## src/rtl/tcc3_params.svh

```systemverilog
`ifndef TCC3_PARAMS_SVH
`define TCC3_PARAMS_SVH
`define TCC3_CNT_W 16
`define TCC3_NUM_CH 3
`define TCC3_CNT_RST 16'h0000
`define TCC3_CCR_RST 16'h0000
`define TCC3_CAP_SIG_A 2'h0
`define TCC3_CAP_SIG_B 2'h1
`define TCC3_CAP_GND 2'h2
`define TCC3_CAP_VCC 2'h3
`define TCC3_CLK_PIN 2'h0
`define TCC3_CLK_AUX 2'h1
`define TCC3_CLK_SUB 2'h2
`define TCC3_CLK_ALT 2'h3
`define TCC3_EDGE_RISE 2'h1
`define TCC3_EDGE_FALL 2'h2
`define TCC3_EDGE_BOTH 2'h3
`endif

```

## src/rtl/tcc3_pkg.sv

```systemverilog
package tcc3_pkg;
    typedef enum logic [2:0] {
        TCC3_MODE_STOP = 3'b001,
        TCC3_MODE_CONT = 3'b010,
        TCC3_MODE_UP = 3'b100
    } tcc3_mode_type;
    typedef logic [15:0] tcc3_word_type;
endpackage : tcc3_pkg

```

## src/rtl/tcc3_ch_if.sv

```systemverilog
`timescale 1ns/10ps
`default_nettype none
interface tcc3_ch_if;
    logic [15:0] count;
    logic tick;
    logic cap_src;
    logic cap_evt;
    logic cmp_evt;
    logic [15:0] value;
    modport timer (output count, output tick, output cap_src, input cap_evt, input cmp_evt, input value);
    modport chan (input count, input tick, input cap_src, output cap_evt, output cmp_evt, output value);
endinterface : tcc3_ch_if
`default_nettype wire

```

## src/rtl/tcc3_channel.sv

```systemverilog
`timescale 1ns/10ps
`default_nettype none
`include "tcc3_params.svh"
module tcc3_channel (
    input wire logic clk_sys_in,
    input wire logic sys_rst_in,
    input wire logic clk_en_in,
    input wire logic cap_mode_in,
    input wire logic [1:0] cap_edge_in,
    input wire logic load_in,
    input wire logic [15:0] load_value_in,
    tcc3_ch_if.chan bus
);
    logic src_q;
    logic armed_q;
    logic [15:0] value_q;
    logic [15:0] value_d;
    wire rise = bus.cap_src & ~src_q;
    wire fall = ~bus.cap_src & src_q;
    // No edge in the first enabled cycle after reset: the held source level is not known yet
    wire edge_hit = armed_q & ((cap_edge_in[0] & rise) | (cap_edge_in[1] & fall));
    assign bus.cap_evt = clk_en_in & cap_mode_in & edge_hit;
    assign bus.cmp_evt = clk_en_in & ~cap_mode_in & bus.tick & (bus.count == value_q);
    assign value_d = bus.cap_evt ? bus.count : (load_in ? load_value_in : value_q);
    assign bus.value = value_q;
    always_ff @(posedge clk_sys_in) begin
        if (sys_rst_in) begin
            src_q <= 1'b0;
            armed_q <= 1'b0;
            value_q <= `TCC3_CCR_RST;
        end else if (clk_en_in) begin
            src_q <= bus.cap_src;
            armed_q <= 1'b1;
            value_q <= value_d;
        end
    end
    chk_capture_latches_count: assert property (@(posedge clk_sys_in) disable iff (sys_rst_in)
        bus.cap_evt |=> value_q == $past(bus.count)) else $error("capture value wrong");
    cov_capture: cover property (@(posedge clk_sys_in) bus.cap_evt);
endmodule : tcc3_channel
`default_nettype wire

```

## src/rtl/tcc3_timer.sv

```systemverilog
`timescale 1ns/10ps
`default_nettype none
`include "tcc3_params.svh"
// Operation
// Sixteen-bit counter with three channels, each holding a 16-bit value
// Capture, compare, pulse-width outputs and interval timing supported
// Counter wrap raises the overflow interrupt request
// Each channel raises its own capture or compare interrupt request
// Counter clock picks pin, auxiliary, subsystem or alternate input
// First instance: channel 0 second input is the auxiliary clock
// First instance: channel 1 second input is the comparator output
// First instance: channel 2 second input is the pin oscillator
// Every channel also offers ground and supply capture inputs
// Clock module sources auxiliary clock from crystal or low-frequency oscillator
// Clock module supplies the subsystem clock for peripherals
// Capture select: 00 input a, 01 input b, 10 ground, 11 supply
module tcc3_timer #(
    parameter int CNT_W = `TCC3_CNT_W,
    parameter bit FIRST_INST = 1'b1
) (
    input wire logic clk_sys_in,
    input wire logic sys_rst_in,
    input wire logic clk_en_in,
    input wire tcc3_pkg::tcc3_mode_type mode_in,
    input wire logic [1:0] clk_sel_in,
    input wire logic timer_ext_clock_pin_in,
    input wire logic aux_clock_in,
    input wire logic subsystem_clock_in,
    input wire logic alternate_clock_input_in,
    input wire logic pin_oscillator_out_in,
    input wire logic comparator_out_in,
    input wire logic [2:0] capture_in_a_in,
    input wire logic [2:0] capture_in_b_in,
    input wire logic [5:0] cap_sel_in,
    input wire logic [5:0] cap_edge_in,
    input wire logic [2:0] cap_mode_in,
    input wire logic [2:0] load_in,
    input wire logic [47:0] load_value_in,
    input wire logic [2:0] irq_clear_in,
    input wire logic ovf_clear_in,
    output logic [15:0] count_out,
    output logic [47:0] channel_value_out,
    output logic [2:0] channel_pwm_out,
    output logic [2:0] channel_irq_out,
    output logic overflow_irq_out
);
    logic [15:0] count_q;
    logic [15:0] count_d;
    logic clk_src_q;
    logic [2:0] irq_q;
    logic [2:0] pwm_q;
    logic ovf_q;
    logic [2:0] cap_evt;
    logic [2:0] cmp_evt;
    logic [2:0] in_b_int;
    logic [47:0] val_w;
    wire logic alt_src = FIRST_INST ? pin_oscillator_out_in : alternate_clock_input_in;
    wire logic sel_src = (clk_sel_in == `TCC3_CLK_PIN) ? timer_ext_clock_pin_in :
                         (clk_sel_in == `TCC3_CLK_AUX) ? aux_clock_in :
                         (clk_sel_in == `TCC3_CLK_SUB) ? subsystem_clock_in : alt_src;
    // Rising edge sampled in the system clock; sources must be below half of 250 MHz
    wire logic tick = clk_en_in & sel_src & ~clk_src_q;
    wire logic running = mode_in != tcc3_pkg::TCC3_MODE_STOP;
    wire logic up_wrap = (mode_in == tcc3_pkg::TCC3_MODE_UP) && (count_q >= val_w[15:0]);
    wire logic wrap = tick & running & (up_wrap | (count_q == 16'hffff));
    assign count_d = !(tick & running) ? count_q : (up_wrap ? `TCC3_CNT_RST : count_q + 16'h0001);
    assign in_b_int[0] = FIRST_INST ? aux_clock_in : capture_in_b_in[0];
    assign in_b_int[1] = FIRST_INST ? comparator_out_in : capture_in_b_in[1];
    assign in_b_int[2] = FIRST_INST ? pin_oscillator_out_in : capture_in_b_in[2];
    genvar g;
    generate
        for (g = 0; g < 3; g++) begin : gen_ch
            tcc3_ch_if chb();
            wire logic [1:0] sel = cap_sel_in[2*g+1:2*g];
            assign chb.count = count_q;
            assign chb.tick = tick & running;
            assign chb.cap_src = (sel == `TCC3_CAP_SIG_A) ? capture_in_a_in[g] :
                                 (sel == `TCC3_CAP_SIG_B) ? in_b_int[g] :
                                 (sel == `TCC3_CAP_GND) ? 1'b0 : 1'b1;
            assign cap_evt[g] = chb.cap_evt;
            assign cmp_evt[g] = chb.cmp_evt;
            assign val_w[16*g+15:16*g] = chb.value;
            tcc3_channel u_ch (
                .clk_sys_in(clk_sys_in),
                .sys_rst_in(sys_rst_in),
                .clk_en_in(clk_en_in),
                .cap_mode_in(cap_mode_in[g]),
                .cap_edge_in(cap_edge_in[2*g+1:2*g]),
                .load_in(load_in[g]),
                .load_value_in(load_value_in[16*g+15:16*g]),
                .bus(chb)
            );
            always_ff @(posedge clk_sys_in) begin
                if (sys_rst_in) begin
                    irq_q[g] <= 1'b0;
                    pwm_q[g] <= 1'b0;
                end else if (clk_en_in) begin
                    // Set beats clear so no event is lost
                    irq_q[g] <= cap_evt[g] | cmp_evt[g] | (irq_q[g] & ~irq_clear_in[g]);
                    pwm_q[g] <= cmp_evt[g] ? 1'b0 : (wrap ? 1'b1 : pwm_q[g]);
                end
            end
        end
    endgenerate
    always_ff @(posedge clk_sys_in) begin
        if (sys_rst_in) begin
            count_q <= `TCC3_CNT_RST;
            clk_src_q <= 1'b0;
            ovf_q <= 1'b0;
            channel_value_out <= 48'h0;
        end else if (clk_en_in) begin
            count_q <= count_d;
            clk_src_q <= sel_src;
            ovf_q <= wrap | (ovf_q & ~ovf_clear_in);
            channel_value_out <= val_w;
        end
    end
    assign count_out = count_q;
    assign channel_pwm_out = pwm_q;
    assign channel_irq_out = irq_q;
    assign overflow_irq_out = ovf_q;
    chk_overflow_sets_flag: assert property (@(posedge clk_sys_in) disable iff (sys_rst_in)
        wrap |=> overflow_irq_out) else $error("overflow flag missed");
    chk_wrap_count_zero: assert property (@(posedge clk_sys_in) disable iff (sys_rst_in)
        wrap |=> count_q == 16'h0000) else $error("count not zero after wrap");
    chk_channel_irq_set: assert property (@(posedge clk_sys_in) disable iff (sys_rst_in)
        (cap_evt[0] | cmp_evt[0]) |=> channel_irq_out[0]) else $error("channel irq missed");
    chk_freeze_on_enable: assert property (@(posedge clk_sys_in) disable iff (sys_rst_in)
        !clk_en_in |=> $stable(count_q)) else $error("count moved while frozen");
    chk_ground_no_capture: assert property (@(posedge clk_sys_in) disable iff (sys_rst_in)
        (cap_sel_in[1:0] == 2'h2) [*2] |-> !cap_evt[0]) else $error("ground input captured");
    chk_clock_select_tick: assert property (@(posedge clk_sys_in) disable iff (sys_rst_in)
        (clk_en_in && running && clk_sel_in == 2'h2 && subsystem_clock_in && !clk_src_q && count_q < 16'h7fff
         && mode_in == tcc3_pkg::TCC3_MODE_CONT) |=> count_q == $past(count_q) + 16'h0001)
        else $error("subsystem tick not counted");
    chk_pwm_cmp_low: assert property (@(posedge clk_sys_in) disable iff (sys_rst_in)
        cmp_evt[1] |=> !channel_pwm_out[1]) else $error("pwm not cleared");
    chk_inst_b_route: assert property (@(posedge clk_sys_in) disable iff (sys_rst_in)
        FIRST_INST |-> in_b_int[1] == comparator_out_in) else $error("comparator route wrong");
    cov_overflow: cover property (@(posedge clk_sys_in) wrap);
    cov_compare: cover property (@(posedge clk_sys_in) cmp_evt[2]);
    cov_supply_sel: cover property (@(posedge clk_sys_in) cap_sel_in[3:2] == 2'h3);
    cov_capture_irq: cover property (@(posedge clk_sys_in) cap_evt[1]);

    // Flag behaviour around set and clear
    chk_overflow_sticky: assert property (@(posedge clk_sys_in) disable iff (sys_rst_in)
        (overflow_irq_out && !ovf_clear_in) |=> overflow_irq_out)
        else $error("overflow flag dropped");

    chk_overflow_clear: assert property (@(posedge clk_sys_in) disable iff (sys_rst_in)
        (ovf_clear_in && clk_en_in && !wrap) |=> !overflow_irq_out)
        else $error("overflow flag not cleared");

    chk_ovf_from_cont: assert property (@(posedge clk_sys_in) disable iff (sys_rst_in)
        (tick && running && mode_in == tcc3_pkg::TCC3_MODE_CONT && count_q == 16'hffff) |=> overflow_irq_out)
        else $error("full count did not overflow");

    chk_irq1_set: assert property (@(posedge clk_sys_in) disable iff (sys_rst_in)
        (cap_evt[1] | cmp_evt[1]) |=> channel_irq_out[1])
        else $error("channel one irq missed");

    chk_irq2_set: assert property (@(posedge clk_sys_in) disable iff (sys_rst_in)
        (cap_evt[2] | cmp_evt[2]) |=> channel_irq_out[2])
        else $error("channel two irq missed");

    chk_irq0_clear: assert property (@(posedge clk_sys_in) disable iff (sys_rst_in)
        (irq_clear_in[0] && clk_en_in && !cap_evt[0] && !cmp_evt[0]) |=> !channel_irq_out[0])
        else $error("channel zero irq not cleared");

    chk_irq2_clear: assert property (@(posedge clk_sys_in) disable iff (sys_rst_in)
        (irq_clear_in[2] && clk_en_in && !cap_evt[2] && !cmp_evt[2]) |=> !channel_irq_out[2])
        else $error("channel two irq not cleared");

    // Counter progress, compare events, PWM and value outputs
    chk_stop_holds: assert property (@(posedge clk_sys_in) disable iff (sys_rst_in)
        (mode_in == tcc3_pkg::TCC3_MODE_STOP) |=> $stable(count_q))
        else $error("count moved while stopped");

    chk_count_no_tick: assert property (@(posedge clk_sys_in) disable iff (sys_rst_in)
        !(tick && running) |=> $stable(count_q))
        else $error("count moved without tick");

    chk_up_wrap_zero: assert property (@(posedge clk_sys_in) disable iff (sys_rst_in)
        (tick && running && up_wrap) |=> count_q == 16'h0000)
        else $error("up mode did not restart");

    chk_compare_only_tick: assert property (@(posedge clk_sys_in) disable iff (sys_rst_in)
        !(tick && running) |-> cmp_evt == 3'h0)
        else $error("compare without tick");

    chk_pwm_wrap_high: assert property (@(posedge clk_sys_in) disable iff (sys_rst_in)
        (wrap && !cmp_evt[0]) |=> channel_pwm_out[0])
        else $error("pwm not set on wrap");

    chk_pwm2_cmp_low: assert property (@(posedge clk_sys_in) disable iff (sys_rst_in)
        cmp_evt[2] |=> !channel_pwm_out[2])
        else $error("pwm two not cleared");

    chk_value_out_lag: assert property (@(posedge clk_sys_in) disable iff (sys_rst_in)
        clk_en_in |=> channel_value_out == $past(val_w))
        else $error("channel value output lag wrong");

    // Input selection
    chk_sub_select: assert property (@(posedge clk_sys_in) disable iff (sys_rst_in)
        (clk_sel_in == 2'h2) |-> sel_src == subsystem_clock_in)
        else $error("subsystem source not selected");

    chk_alt_source: assert property (@(posedge clk_sys_in) disable iff (sys_rst_in)
        (clk_sel_in == 2'h3 && FIRST_INST) |-> sel_src == pin_oscillator_out_in)
        else $error("alternate source wrong");

    chk_cap_src_gnd: assert property (@(posedge clk_sys_in) disable iff (sys_rst_in)
        (cap_sel_in[1:0] == 2'h2) |-> !gen_ch[0].chb.cap_src)
        else $error("ground input not low");

    chk_cap_src_vcc: assert property (@(posedge clk_sys_in) disable iff (sys_rst_in)
        (cap_sel_in[3:2] == 2'h3) |-> gen_ch[1].chb.cap_src)
        else $error("supply input not high");
endmodule : tcc3_timer
`default_nettype wire

```

## config.mk

```make
export PLATFORM = sky130hd
export DESIGN_NAME = tcc3_timer
export DESIGN_NICKNAME = d
export VERILOG_FILES = /design/src/rtl/tcc3_pkg.sv /design/src/rtl/tcc3_ch_if.sv /design/src/rtl/tcc3_channel.sv /design/src/rtl/tcc3_timer.sv
export VERILOG_INCLUDE_DIRS = /design/src /design/src/rtl
export SDC_FILE = /design/constraint.sdc
export NUM_CORES = 1
export LEC_CHECK = 0
export BUFFER_PORTS_ARGS = -buffer_cell sky130_fd_sc_hd__clkbuf_2
export CORE_MARGIN = 2
export CORE_UTILIZATION = 48
export DETAILED_ROUTE_END_ITERATION = 10
export HOLD_SLACK_MARGIN = 0.1
export PLACE_DENSITY = 0.86
export RECOVER_POWER = 100
export SLEW_MARGIN = 5
export SYNTH_ARGS = -nofsm -noshare
export SYNTH_HDL_FRONTEND = slang
export SYNTH_SLANG_ARGS = --single-unit
```

## constraint.sdc

```tcl
create_clock -name clk_sys_in -period 2.3 [get_ports clk_sys_in]
set_input_delay 0.23 -clock clk_sys_in [delete_from_list [all_inputs] [get_ports clk_sys_in]]
set_output_delay 0.23 -clock clk_sys_in [all_outputs]
set_load 0.01 [all_outputs]
```

# Word level (Yosys, flattened, before mapping)
# Cells that the tools add are included.
[classes] add_sub_neg=1 multipliers=0 div_mod_pow=0 magnitude_cmp=1 n_eq_ne=14 shifts=0 mux=23 bitwise=63 reduce_logical=18
[ops] operator="16-bit 2-to-1 mux" n=7
[ops] operator="16-bit == test" n=3
[ops] operator="1-bit AND" n=38
[ops] operator="16-bit by 1-bit adder with 16-bit output, second input constant" n=1
[ops] operator="16-bit == test, second input constant" n=1
[ops] operator="16-bit >= comparator" n=1
[ops] operator="1-bit 2-to-1 mux" n=16
[ops] operator="1-bit inverter" n=14
[ops] operator="2-bit AND reduction" n=7
[ops] operator="2-bit nonzero test" n=6
[ops] operator="1-bit bitwise OR" n=11
[ops] operator="2-bit by 1-bit == test with 1-bit output, second input constant" n=4
[ops] operator="2-bit == test, second input constant" n=4
[ops] operator="2-bit zero test" n=4
[ops] operator="3-bit == test, second input constant" n=1
[ops] operator="3-bit by 1-bit != test with 1-bit output, second input constant" n=1
[ops] operator="1-bit logical AND" n=1
[word_totals] reg_bits=124 latch_bits=0 ram_bits=0 rom_bits=0 input_bits=90 elab_cells=137 mem_count=0

# Depth between registers and ports, before layout
# Gate-level depths: netlist of run 1.
[depth] ltp_word=12 mapped_depth=10 ltp_nobuf=8

# Modules after synthesis
# Synthesis of run 1 repeated with hierarchy kept, for this count alone.
[unflattened] cells_unflattened=716 hier_area_um2=6538.8
[modules_own_cells] module="tcc3_timer" instances=1 cells_per_inst=347 area_each_um2=3276.9
[modules_own_cells] module="tcc3_channel" instances=3 cells_per_inst=123 area_each_um2=1087.3

# Least setup slack after synthesis of run 1
# No wires, ideal clock.
[synth_path] path_type="register to register" start="register count_q[0] (netlist: count_out[0])" end="register count_q[10] (netlist: count_out[10])" setup_ns=0.117 t_arrival_ns=2.193 required_ns=2.183 path_slack_ns=-0.010 stages_incl_launch_ff=11 path_buffers=2 period_less_slack_ns=2.310 path_cell_list="dfxtp_1 > clkbuf_1 > inv_1 > ha_1 > nor2b_1 > o211ai_1 > a2111oi_0 > nor4b_1 > o21bai_1 > buf_2 > nor2_1"
[synth_via] elab_chain_len=3
[synth_rtl] item="from (decl)" line="tcc3_timer.sv:47" text="logic [15:0] count_q;"
[synth_rtl] item="from (signal assigned)" line="tcc3_timer.sv:107" text="count_q <= `TCC3_CNT_RST;"
[synth_rtl] item="from (signal assigned)" line="tcc3_timer.sv:112" text="count_q <= count_d;"
[synth_rtl] item="16-bit >= comparator" line="tcc3_timer.sv:64" text="wire logic up_wrap = (mode_in == tcc3_pkg::TCC3_MODE_UP) && (count_q >= val_w[15:0]);"
[synth_rtl] item="1-bit logical AND" line="tcc3_timer.sv:64"
[synth_rtl] item="16-bit 2-to-1 mux *" line="tcc3_timer.sv:66" text="assign count_d = !(tick & running) ? count_q : (up_wrap ? `TCC3_CNT_RST : count_q + 16'h0001);"
# Mark *: on every way between the ends. The rest lies on a longest branch, timed or not.
# A chain may end at the register's enable or synchronous reset.

# Worst setup path after layout of run 1
[layout_path] start="register count_q[9] (netlist: count_out[9])" end="register pwm_q[1] (netlist: channel_pwm_out[1])"
[layout_via] elab_chain_len=6
[layout_rtl] item="16-bit >= comparator" line="tcc3_timer.sv:64"
[layout_rtl] item="1-bit logical AND" line="tcc3_timer.sv:64"
[layout_rtl] item="1-bit bitwise OR" line="tcc3_timer.sv:65" text="wire logic wrap = tick & running & (up_wrap | (count_q == 16'hffff));"
[layout_rtl] item="1-bit AND" line="tcc3_timer.sv:65"
[layout_rtl] item="2-bit nonzero test (no line)"
[layout_rtl] item="2-bit AND reduction (no line)"
[layout_rtl] item="to (signal, indexed assignment)" line="tcc3_timer.sv:100" text="pwm_q[g] <= cmp_evt[g] ? 1'b0 : (wrap ? 1'b1 : pwm_q[g]);"
[layout_rtl] item="to (decl)" line="tcc3_timer.sv:51" text="logic [2:0] pwm_q;"
# Several ways; a longest one is shown, not always the timed one.

==> summary.md, run 1 <==
| Metric | Value |
|---|---|
| Fin nets | approximately 1000 |
| Setup WS pre-CTS | -9.02 ps |
| # diodes | 0 |
| Slew margin rel. | between 50% and 60% |
| Clock buffer depth | 2 |
| PwrDens | 745 mW/mm^2 |
| Final core occ | between 60 and 70% |
| Vias | between 5000 and 6000 |
| Sink Count | between 100 and 150 |
| Detailed Route Iter0 Violations | 382 |
| Top-count cell post-synth | nor2_1 |
| Vias per std cell | ~5.4 |
| DR WL/cell | between 15 and 20 microns |
| Commonest cells post-synth | nor2_1, dfxtp_1, nand2_1, nand3_1, mux2i_1 |
| Setup TNS | 0 ps |
| RD Place Congestion | 0.883 |
| Synth warnings | 0 |
| Core box area | roughly 0.012 sq mm |
| Library cells used by synthesis | 40 |
| I/O Pins | ~160 |
| #FFs+latches synth | around 120 |
| H-tree depth | 4 |
| Main synth FF type | dfxtp_1 |
| Avg Cell Area, Syn | 8.54 sq um |
| Pin count of the biggest net entering global routing | between 100 and 150 |
| Clk slew on worst S/H paths | 60 ps |
| CP max stage cell | clkbuf_1 |
| Mapped Nets | about 800 |
| CTS tree | done |
| DRC | 0 |
| Initial antenna violation count | 0 |
| Number of CTS-inserted buffers | 17 |
| Status | complete, no violations |
| Leak | between 3 and 4 nW |
| Top-area cell type share of the netlist area | 41.7% |
| Input/output buffers | approximately 160 |
| Largest area contributor in the netlist | dfxtp_1 |
| Root buf cell | clkbuf_16 |
| Endpoints failing setup | 0 |
| Final non-filler cell area | 0.00787 sq mm |
| GRT Total Usage | a little over a quarter |
| HPWL Detailed | 11.7 mm |
| Placed Area | slightly below 0.007 sq mm |
| Fin crit period | 2240 ps |
| Worst slew pin tran | 715 ps |
| Layout area overhead | 32.3% |
| Area of the multi-input gates | 0.00323 sq mm |
| Hold WC Path Type | input port to flip-flop |
| Critical Path Sink Type | flip-flop |
| Cells after Synth | roughly 700 |
| Post-synthesis cell area | 0.00595 sq mm |
| CP Cell Sequence | clkbuf_1, nand3_1, nor2_1, nand4_1, o22a_2, a211oi_2 |
| Final period util | about 100% |
| Total gr overflow | 0 |
| Top post-synthesis cells by area | dfxtp_1, mux2i_1, nor2_1 |
| Die Span Y | 115 microns |
| Async set-reset flop share out of synthesis | 0% |
| Max_cap viols | 0 |
| Crit path DAT | around 2600 ps |
| Clk_skew | ~9.0 ps |
| Later-pin clock latency in the skew report | roughly 420 ps |
| Worst Slack Setup Final | roughly 62 ps |
| ANT nets after route | 0 |
| Share of layout cells above drive strength 1 | 19.8% |
| Final Hold Fails | 0 |
| Die width | about 120 microns |
| CP max FO | 8 |
| Worst vdd ir | roughly 0.57 mV |
| Post-CTS Setup Bufs | 0 |
| Vias in the first global route | 5667 |
| Drt pass-1 iters | 5 |
| Type of origin of the critical path | flip-flop |
| First-pass GRT wire length | between 20 and 30 mm |
| Fmax | approximately 450 MHz |
| Post-synthesis sequential area ratio | 41.7% |
| Max-slew violations | 0 |
| Fillers | ~1000 |
| Slowest stage delay, CP | about 500 ps |
| EDFF count, synth | 0 |
| Die area | 0.0133 sq mm |
| Rows | 40 |
| Required @ worst endpoint | 2630 ps |
| Critical path class | flip-flop to flip-flop |
| Register area | roughly 0.0025 sq mm |
| Starting Density | between 40% and 50% |
| Post-Route WL | around 17 mm |
==> worst paths after layout <==
kind                                 endpoint  slack (ps)                from  depth (start not counted)
hold / removal    gen_ch[1].u_ch.bus.value[5]         110   load_value_in[21]                          3
setup / recovery           channel_pwm_out[1]          60        count_out[9]                          6
hold reg to reg            channel_pwm_out[2]         460  channel_pwm_out[2]                          2
setup reg to reg           channel_pwm_out[1]          60        count_out[9]                          6
==> per-stage QoR <==
step | std cells | total power [mW] | hold WS (ps)
global placement | 988 | 2.90 | 444
detailed placement | 988 | 2.92 | 451
finish | 1052 | 5.87 | 109
global route | 1052 | 6.08 | 113
floorplan | 697 | 2.70 | 415
CTS | 1052 | 5.88 | 100
==> report_power, final <==
group          switching, mW  internal, mW  total (mW)
combinational          0.345         0.294       0.639
clock                  0.975          1.95        2.93
sequential            0.0677          2.23        2.30
==> cell families (layout without fill, tap and decap cells) <==
logic type | after synthesis | in the layout | share of synthesized area [%]
AND/OR/NAND/NOR | 294 | 294 | 22.4
flip-flops | 124 | 124 | 41.7
multiplexers | 53 | 53 | 9.12
XOR/XNOR | 47 | 47 | 6.91
adder cells (fa/ha/maj) | 17 | 17 | 3.57
AO/OA/AOI/OAI | 82 | 82 | 10.9
buffers and inverters | 80 | 267 | 5.32
==> area by class of cell <==
| class | count | share of cell area [%] |
|---|---|---|
| multi-input combinational | 493 | 41.0 |
| sequential | 124 | 31.5 |
| timing repair buffer | 215 | 15.6 |
| clock buffer | 22 | 6.28 |
| tap | 168 | 2.67 |
| clock inverter | 10 | 2.03 |
| inverter | 20 | 0.953 |
==> worst max-delay path: cells and delay by family (launching register included) <==
family | cells | cell delay (ps)
DFF | 1 | 330
buffers and inverters | 1 | 490
and+or+nand+nor | 3 | 750
AOI/OAI and AO/OA | 2 | 580
==> per-layer routing <==
| metal | wire [microns] | global-route usage (%) |
|---|---|---|
| met5 | 0 | 0 |
| met3 | 1270 | 7.12 |
| met2 | 8340 | 44.6 |
| met1 | 7270 | 33.3 |
| met4 | 545 | 11.5 |
==> flip-flops by register name (all words and copies together), names as in the netlist <==
register and count:
channel_value_out 48, gen_ch.u_ch.src_q 3, gen_ch.u_ch.armed_q 1, count_out 16, channel_irq_out 3, clk_src_q 1
channel_pwm_out 3, overflow_irq_out 1, gen_ch.u_ch.bus.value 48
==> repair_timing <==
action,in CTS,in global routing
hold endpoints to repair,32,0
gates resized for setup,2,11
pin swaps,0,4
hold buffers,32,0
setup endpoints to repair,16,17
==> placed cells by master, fill, tap and decap left out, types with 4 or more instances in the layout <==
cell           netlist  routed
a21oi_1              9       9
a21oi_2              4       4
a311oi_1            48      48
and3_1               4       4
buf_4                0      16
bufinv_16            0       4
clkbuf_1            43      65
clkbuf_16            0      17
clkbuf_2             0     100
clkbuf_8             0       5
dfxtp_1            124     123
dlygate4sd3_1        0      32
ha_1                17      17
inv_1               20      20
mux2i_1             52      52
nand2_1             67      67
nand3_1             60      60
nand4_1             15      15
nor2_1             129     128
o21ai_0              7       7
xnor2_1             35      35
xor2_1              12      12
Note: power is estimated with default switching activity, not from simulation.
==> run 2, diff against run 1 <==
--- a/config.mk
+++ b/config.mk
@@ -7,8 +7,9 @@
 export NUM_CORES = 1
 export LEC_CHECK = 0
 export BUFFER_PORTS_ARGS = -buffer_cell sky130_fd_sc_hd__clkbuf_2
+export CAP_MARGIN = 20
 export CORE_MARGIN = 2
-export CORE_UTILIZATION = 48
+export CORE_UTILIZATION = 49
 export DETAILED_ROUTE_END_ITERATION = 10
 export HOLD_SLACK_MARGIN = 0.1
 export PLACE_DENSITY = 0.86
@@ -16,4 +17,5 @@
 export SLEW_MARGIN = 5
 export SYNTH_ARGS = -nofsm -noshare
 export SYNTH_HDL_FRONTEND = slang
+export SYNTH_HIERARCHICAL = 1
 export SYNTH_SLANG_ARGS = --single-unit
==> summary.md, run 2 <==
| Metric | Value |
|---|---|
| Largest area contributor in the netlist | dfxtp_1 |
| Max-slew violations | 70 (+70) |
| Status | finished with violations |
| Die Span Y | 120 microns (+3.6%) |
| Vias | 6062 (+5.9%) |
| Endpoints failing setup | 0 (unchanged) |
| First-pass GRT wire length | 30.5 mm (+9.6%) |
| Type of origin of the critical path | flip-flop |
| EDFF count, synth | 0 (unchanged) |
| Die width | 120 microns (+3.6%) |
| Commonest cells post-synth | dfxtp_1, nand2_1, nor2_1, xor2_1, mux2i_1 |
| Cells after Synth | 716 (+2.7%) |
| Clock buffer depth | 2 (unchanged) |
| Initial antenna violation count | 0 (unchanged) |
| Final hold slack | 81.0 ps (-27.8 ps) |
| Layout area overhead | 28.4% |
| RD Place Congestion | 0.880 (-0.34%) |
| Critical path class | flip-flop to flip-flop |
| Register area | 0.00252 sq mm (+1.6%) |
| Reg2reg setup slack | 200 ps (+140 ps) |
| Root buf cell | clkbuf_16 |
| Post-synthesis sequential area ratio | 38.6% (-3.1 points) |
| Fin nets | 1031 (+5.4%) |
| Hold WC Path Type | input port to flip-flop |
| Share of layout cells above drive strength 1 | 22.4% (+2.6 points) |
| Total gr overflow | 0 (unchanged) |
| Fillers | 1165 (+19%) |
| Core box area | 0.0131 sq mm (+8.9%) |
| Top post-synthesis cells by area | dfxtp_1, a311oi_2, mux2i_1 |
| Mapped Nets | 823 (+2.4%) |
| Vias per std cell | 5.45 (+0.16%) |
| Commonest non-fill, non-tap cell in the layout | dfxtp_1 |
| Library cells used by synthesis | 43 (+7.5%) |
| Final Hold Fails | 0 (unchanged) |
| GRT Total Usage | 27.3% (+0.32 points) |
| Fin crit period | 2100 ps (-136 ps) |
| Final period util | 91.4% (-5.9 points) |
| Avg Cell Area, Syn | 9.13 sq um (+6.9%) |
| Top-area cell type share of the netlist area | 38.6% (-3.1 points) |
| Slew margin rel. | -7.73% (-60 points) |
| Post-CTS Setup Bufs | 0 (unchanged) |
| Post-Route WL | 19.2 mm (+10%) |
| Clk slew on worst S/H paths | 60 ps (about the same) |
| Worst slew pin tran | 1620 ps (+901 ps) |
| H-tree depth | 4 (unchanged) |
| Input/output buffers | 156 (unchanged) |
| Placed Cells | 1046 (+5.9%) |
| Rows | 42 (+5.0%) |
| Unrepaired setup endpoints after global routing | false |
| Post-synthesis cell area | 0.00654 sq mm (+9.8%) |
| PwrDens | 713 mW/mm^2 (-4.4%) |
| Most frequent cells in the layout | dfxtp_1, nor2_1, nand2_1 |
| Die area | 0.0143 sq mm (+7.3%) |
| Synth warnings | 6 (+6) |
| CP max FO | 16 (+8) |
| Required @ worst endpoint | 2650 ps (+20 ps) |
| Critical Path Sink Type | flip-flop |
| Vias in the first global route | 5990 (+5.7%) |
| Async set-reset flop share out of synthesis | 0% (unchanged) |
| Fmax | 476 MHz (+6.5%) |
| Clk_skew | 5.47 ps (-3.49 ps) |
| Leak | 3.85 nW (+16%) |
| Setup WS pre-CTS | 265 ps (+274 ps) |
| ANT nets after route | 0 (unchanged) |
| Number of CTS-inserted buffers | 17 (unchanged) |
| Worst Slack Setup Final | 198 ps (+136 ps) |
| Finished Layout Cells | 1112 (+5.7%) |
| I/O Pins | 161 (unchanged) |
| DRC | 0 (unchanged) |
| #FFs+latches synth | 126 (+1.6%) |
| Sink Count | 126 (+1.6%) |
| Failing checks | capacitance limit, slew limit |
| DR WL/cell | 17.3 microns (+4.2%) |
| Later-pin clock latency in the skew report | 420 ps (about the same) |
| Starting Density | 49.8% (+0.41 points) |
| Pin count of the biggest net entering global routing | 70 (-38%) |
| CTS tree | done |
| Setup TNS | 0 ps (unchanged) |
| Area of the multi-input gates | 0.00360 sq mm (+12%) |
| Main synth FF type | dfxtp_1 |
| # diodes | 0 (unchanged) |
| Total power | 5.98 mW (+2.0%) |
| Worst vdd ir | 0.542 mV (-4.9%) |
| Detailed Route Iter0 Violations | 491 (+29%) |
| Drt pass-1 iters | 5 (unchanged) |
| HPWL Detailed | 13.0 mm (+11%) |
| Crit path DAT | 2450 ps (-120 ps) |
| Max_cap viols | 1 (+1) |
| Top-count cell post-synth | dfxtp_1 |
-- run 2: cell count changes after synthesis, sizes merged, moves of 4 or more --
| cell | delta |
|---|---|
| buf | +8 |
| nor4 | +11 |
| xor2 | +44 |
| nand4 | -5 |
| a211oi | -4 |
| xnor2 | -28 |
| nand3 | -54 |
| clkbuf | -29 |
| nor3 | +7 |
| nor2 | +4 |
| nand2 | +58 |
-- run 2: logic make-up after synthesis --
kind of cell             after synthesis  synth area share, %
buffers and inverters                 59                 5.03
adder cells (fa/ha/maj)               17                 3.25
multiplexers                          54                 8.46
XOR/XNOR                              63                 8.44
AND/OR/NAND/NOR                      320                 21.8
AO/OA/AOI/OAI                         77                 14.4
flip-flops                           126                 38.6
-- run 2: critical path, cell delays in order, from the launching register on --
cell and delay, ps:
dfxtp_1 330, inv_1 50, ha_1 280, nand2b_1 140
a2111oi_0 470, nand4b_2 270, a32oi_4 110, clkbuf_4 240
nor2_1 150
-- run 2: layer usage --
layer | GRT usage [%] | wire [microns]
met4 | 11.9 | 477
met5 | 0 | 0
met2 | 45.1 | 9230
met3 | 6.32 | 1290
met1 | 34.1 | 8190
-- run 2: repair_timing --
item,4_1_cts,5_1_grt
endpoints found under the hold margin,35,0
endpoints found under the setup margin,0,0
resized for setup,0,0
hold buffers,35,0
-- run 2: stage by stage --
step	util [%]	instance area [sq um]
6_report	63.9	8390
5_1_grt	63.9	8390
4_1_cts	65.5	8600
3_5_place_dp	58.0	7620
3_3_place_gp	58.0	7620
2_1_floorplan	-	6540
-- run 2: report_power, final --
part / switching [mW] / leakage (nW) / internal, mW
registers: 0.0799 / 1.03 / 2.28
logic: 0.410 / 2.53 / 0.340
clock network: 0.982 / 0.295 / 1.89
total: 1.47 / 3.85 / 4.51
-- run 2: area by class of cell --
type                            count  share of cell area, %
Clock buffer                       22                   5.65
Clock inverter                      9                   1.89
Inverter                           20                  0.894
Multi-Input combinational cell    531                   42.9
Sequential cell                   126                   30.1
Tap cell                          176                   2.62
Timing Repair Buffer              228                   16.0
-- run 2: worst paths after layout --
| check | start | endpoint | depth (start not counted) |
|---|---|---|---|
| hold reg to reg | channel_irq_out[1] | channel_irq_out[1] | 2 |
| hold / removal | load_value_in[38] | gen_ch[2].u_ch/bus.value[6] | 3 |
| setup reg to reg | count_out[0] | count_out[1] | 8 |
| setup / recovery | count_out[0] | count_out[1] | 8 |
==> run 3, diff against run 2 <==
--- a/config.mk
+++ b/config.mk
@@ -8,7 +8,6 @@
 export LEC_CHECK = 0
 export BUFFER_PORTS_ARGS = -buffer_cell sky130_fd_sc_hd__clkbuf_2
 export CAP_MARGIN = 20
-export CORE_MARGIN = 2
 export CORE_UTILIZATION = 49
 export DETAILED_ROUTE_END_ITERATION = 10
 export HOLD_SLACK_MARGIN = 0.1
==> constraint.sdc (replaced) <==
create_clock -name clk_sys_in -period 2.3 [get_ports clk_sys_in]
set_input_delay 0.23 -clock clk_sys_in [delete_from_list [all_inputs] [get_ports clk_sys_in]]
set_output_delay 0.23 -clock clk_sys_in [all_outputs]
set_load 0.1 [all_outputs]
==> summary.md, run 3 (same netlist as run 2, synthesis figures left out) <==
| Metric | Value |
|---|---|
| Status | complete, no violations |
| Clock buffer depth | 2 (unchanged) |
| Clk_skew | 16.9 ps (+11.4 ps) |
| Starting Density | 51.0% (+1.2 points) |
| Worst vdd ir | 0.540 mV (-0.30%) |
| Worst setup startpoint | count_out[6] |
| Detailed Route Iter0 Violations | 377 (-23%) |
| Fin crit period | 2200 ps (+95.9 ps) |
| Drt pass-1 iters | 5 (unchanged) |
| Max_cap viols | 0 (-1) |
| HPWL Detailed | 12.7 mm (-1.7%) |
| Critical Path Sink Type | flip-flop |
| Sink Count | 126 (unchanged) |
| Total power | 5.94 mW (-0.69%) |
| Final Hold Fails | 0 (unchanged) |
| Slew margin rel. | 5.85% (+14 points) |
| # diodes | 0 (unchanged) |
| Setup TNS | 0 ps (unchanged) |
| GRT Total Usage | 27.9% (+0.60 points) |
| Routed wl met3 | 1.24 mm (-4.1%) |
| Vias | 6165 (+1.7%) |
| Layout area overhead | 28.7% |
| Initial antenna violation count | 0 (unchanged) |
| DRC | 0 (unchanged) |
| Post-CTS Setup Bufs | 0 (unchanged) |
| Register area | 0.00253 sq mm (+0.50%) |
| Final period util | 95.6% (+4.2 points) |
| Most frequent cells in the layout | nor2_1, nand2_1, dfxtp_1 |
| Post-Route WL | 19.0 mm (-1.2%) |
| Critical path class | flip-flop to flip-flop |
| Number of CTS-inserted buffers | 17 (unchanged) |
| Pin count of the biggest net entering global routing | 61 (-13%) |
| Leak | 3.88 nW (+0.67%) |
| Top sig layer | met4 |
| Worst slew pin tran | 1410 ps (-204 ps) |
| Later-pin clock latency in the skew report | 430 ps (about the same) |
| PwrDens | 706 mW/mm^2 (-0.93%) |
| Root buf cell | clkbuf_16 |
| Unrepaired setup endpoints after global routing | false |
| Fillers | 1085 (-6.9%) |
| Area of the multi-input gates | 0.00362 sq mm (+0.52%) |
| Vias per std cell | 5.52 (+1.2%) |
| I/O Pins | 161 (unchanged) |
| H-tree depth | 4 (unchanged) |
| Die width | 118 microns (-1.7%) |
| Die Span Y | 118 microns (-1.7%) |
| WL met2 | 8.88 mm (-3.8%) |
| Worst Hold Launch | load_value_in[2] |
| Total gr overflow | 0 (unchanged) |
| DR WL/cell | 17.0 microns (-1.7%) |
| Share of layout cells above drive strength 1 | 23.6% (+1.2 points) |
| First-pass GRT wire length | 30.2 mm (-0.97%) |
| Core box area | 0.0128 sq mm (-2.4%) |
| Clk slew on worst S/H paths | 50 ps (about the same) |
| Max-slew violations | 0 (-100%) |
| Hold WC Path Type | input port to flip-flop |
| CTS tree | done |
| Wl on met1 | 8.08 mm (-1.3%) |
| Vias in the first global route | 6029 (+0.65%) |
| Fin nets | 1039 (+0.78%) |
| FF-to-FF Start | count_out[6] |
| CP max FO | 11 (-5) |
| Post-CTS sizing | 0 (unchanged) |
| Crit path DAT | 2520 ps (+70 ps) |
| Die area | 0.0138 sq mm (-3.3%) |
| Input/output buffers | 156 (unchanged) |
| Fmax | 455 MHz (-4.4%) |
| Required @ worst endpoint | 2620 ps (-30 ps) |
| Final core occ | 65.6% (+1.7 points) |
| RD Place Congestion | 0.842 (-4.4%) |
| Type of origin of the critical path | flip-flop |
| Rows | 41 (-2.4%) |
| Commonest non-fill, non-tap cell in the layout | nor2_1 |
| ANT nets after route | 0 (unchanged) |
| Endpoints failing setup | 0 (unchanged) |
## run 3: cell count changes in the layout (fill, tap and decap cells not counted), sizes merged
cell / previous run / this run
clkbuf: 188 / 187
clkinvlp: 4 / 2
clkinv: 1 / 7
buf: 27 / 26
bufinv: 4 / 2
dlygate4sd3: 35 / 44
## run 3: where the power goes
part           internal [mW]  switching [mW]  leakage (nW)
combinational          0.353           0.647          2.57
sequential              2.28          0.0873          1.03
clock                   1.61           0.964         0.277
## run 3: metrics by stage
step	area, sq um	hold slack (ps)	instances	worst slack (ps)
final	8410	116	1117	102
after global routing	8410	107	1117	49.5
after CTS	8630	103	1117	241
after detailed placement	7630	454	1041	251
after global placement	7630	446	1041	318
after floorplan	6560	346	716	26.6
## run 3: worst paths after layout
path                                       to  slack, ps  cells after the start
setup / recovery           channel_irq_out[0]        100                      7
hold / removal    gen_ch[0].u_ch/bus.value[2]        120                      3
setup reg to reg           channel_irq_out[0]        100                      7
hold reg to reg            channel_irq_out[2]        460                      2
## run 3: routing by layer
metal	up-vias	GRT usage [%]
met5	-	0
met4	0	15.7
met3	63	7.22
met2	265	45.2
met1	2928	33.6
li1	2909	-
## run 3: worst max-delay path, stage by stage (launching register included)
cell	delay, ps
dfxtp_1	770
xor2_1	160
nor4_1	380
nand4_1	130
nor4_1	230
buf_4	190
o21ai_0	90
a21oi_1	150
## run 3: what timing repair did
action,in CTS,in global routing
endpoints found under the hold margin,44,0
endpoints found under the setup margin,0,0
hold buffers,44,0
## run 3: layout make-up
cell class | instances | share of cell area, %
clock buffers | 21 | 5.35
clock inverters | 11 | 1.40
inverters | 20 | 0.892
multi-input cells | 531 | 43.0
flip-flops and latches | 126 | 30.1
well taps | 172 | 2.56
repair buffers | 236 | 16.7
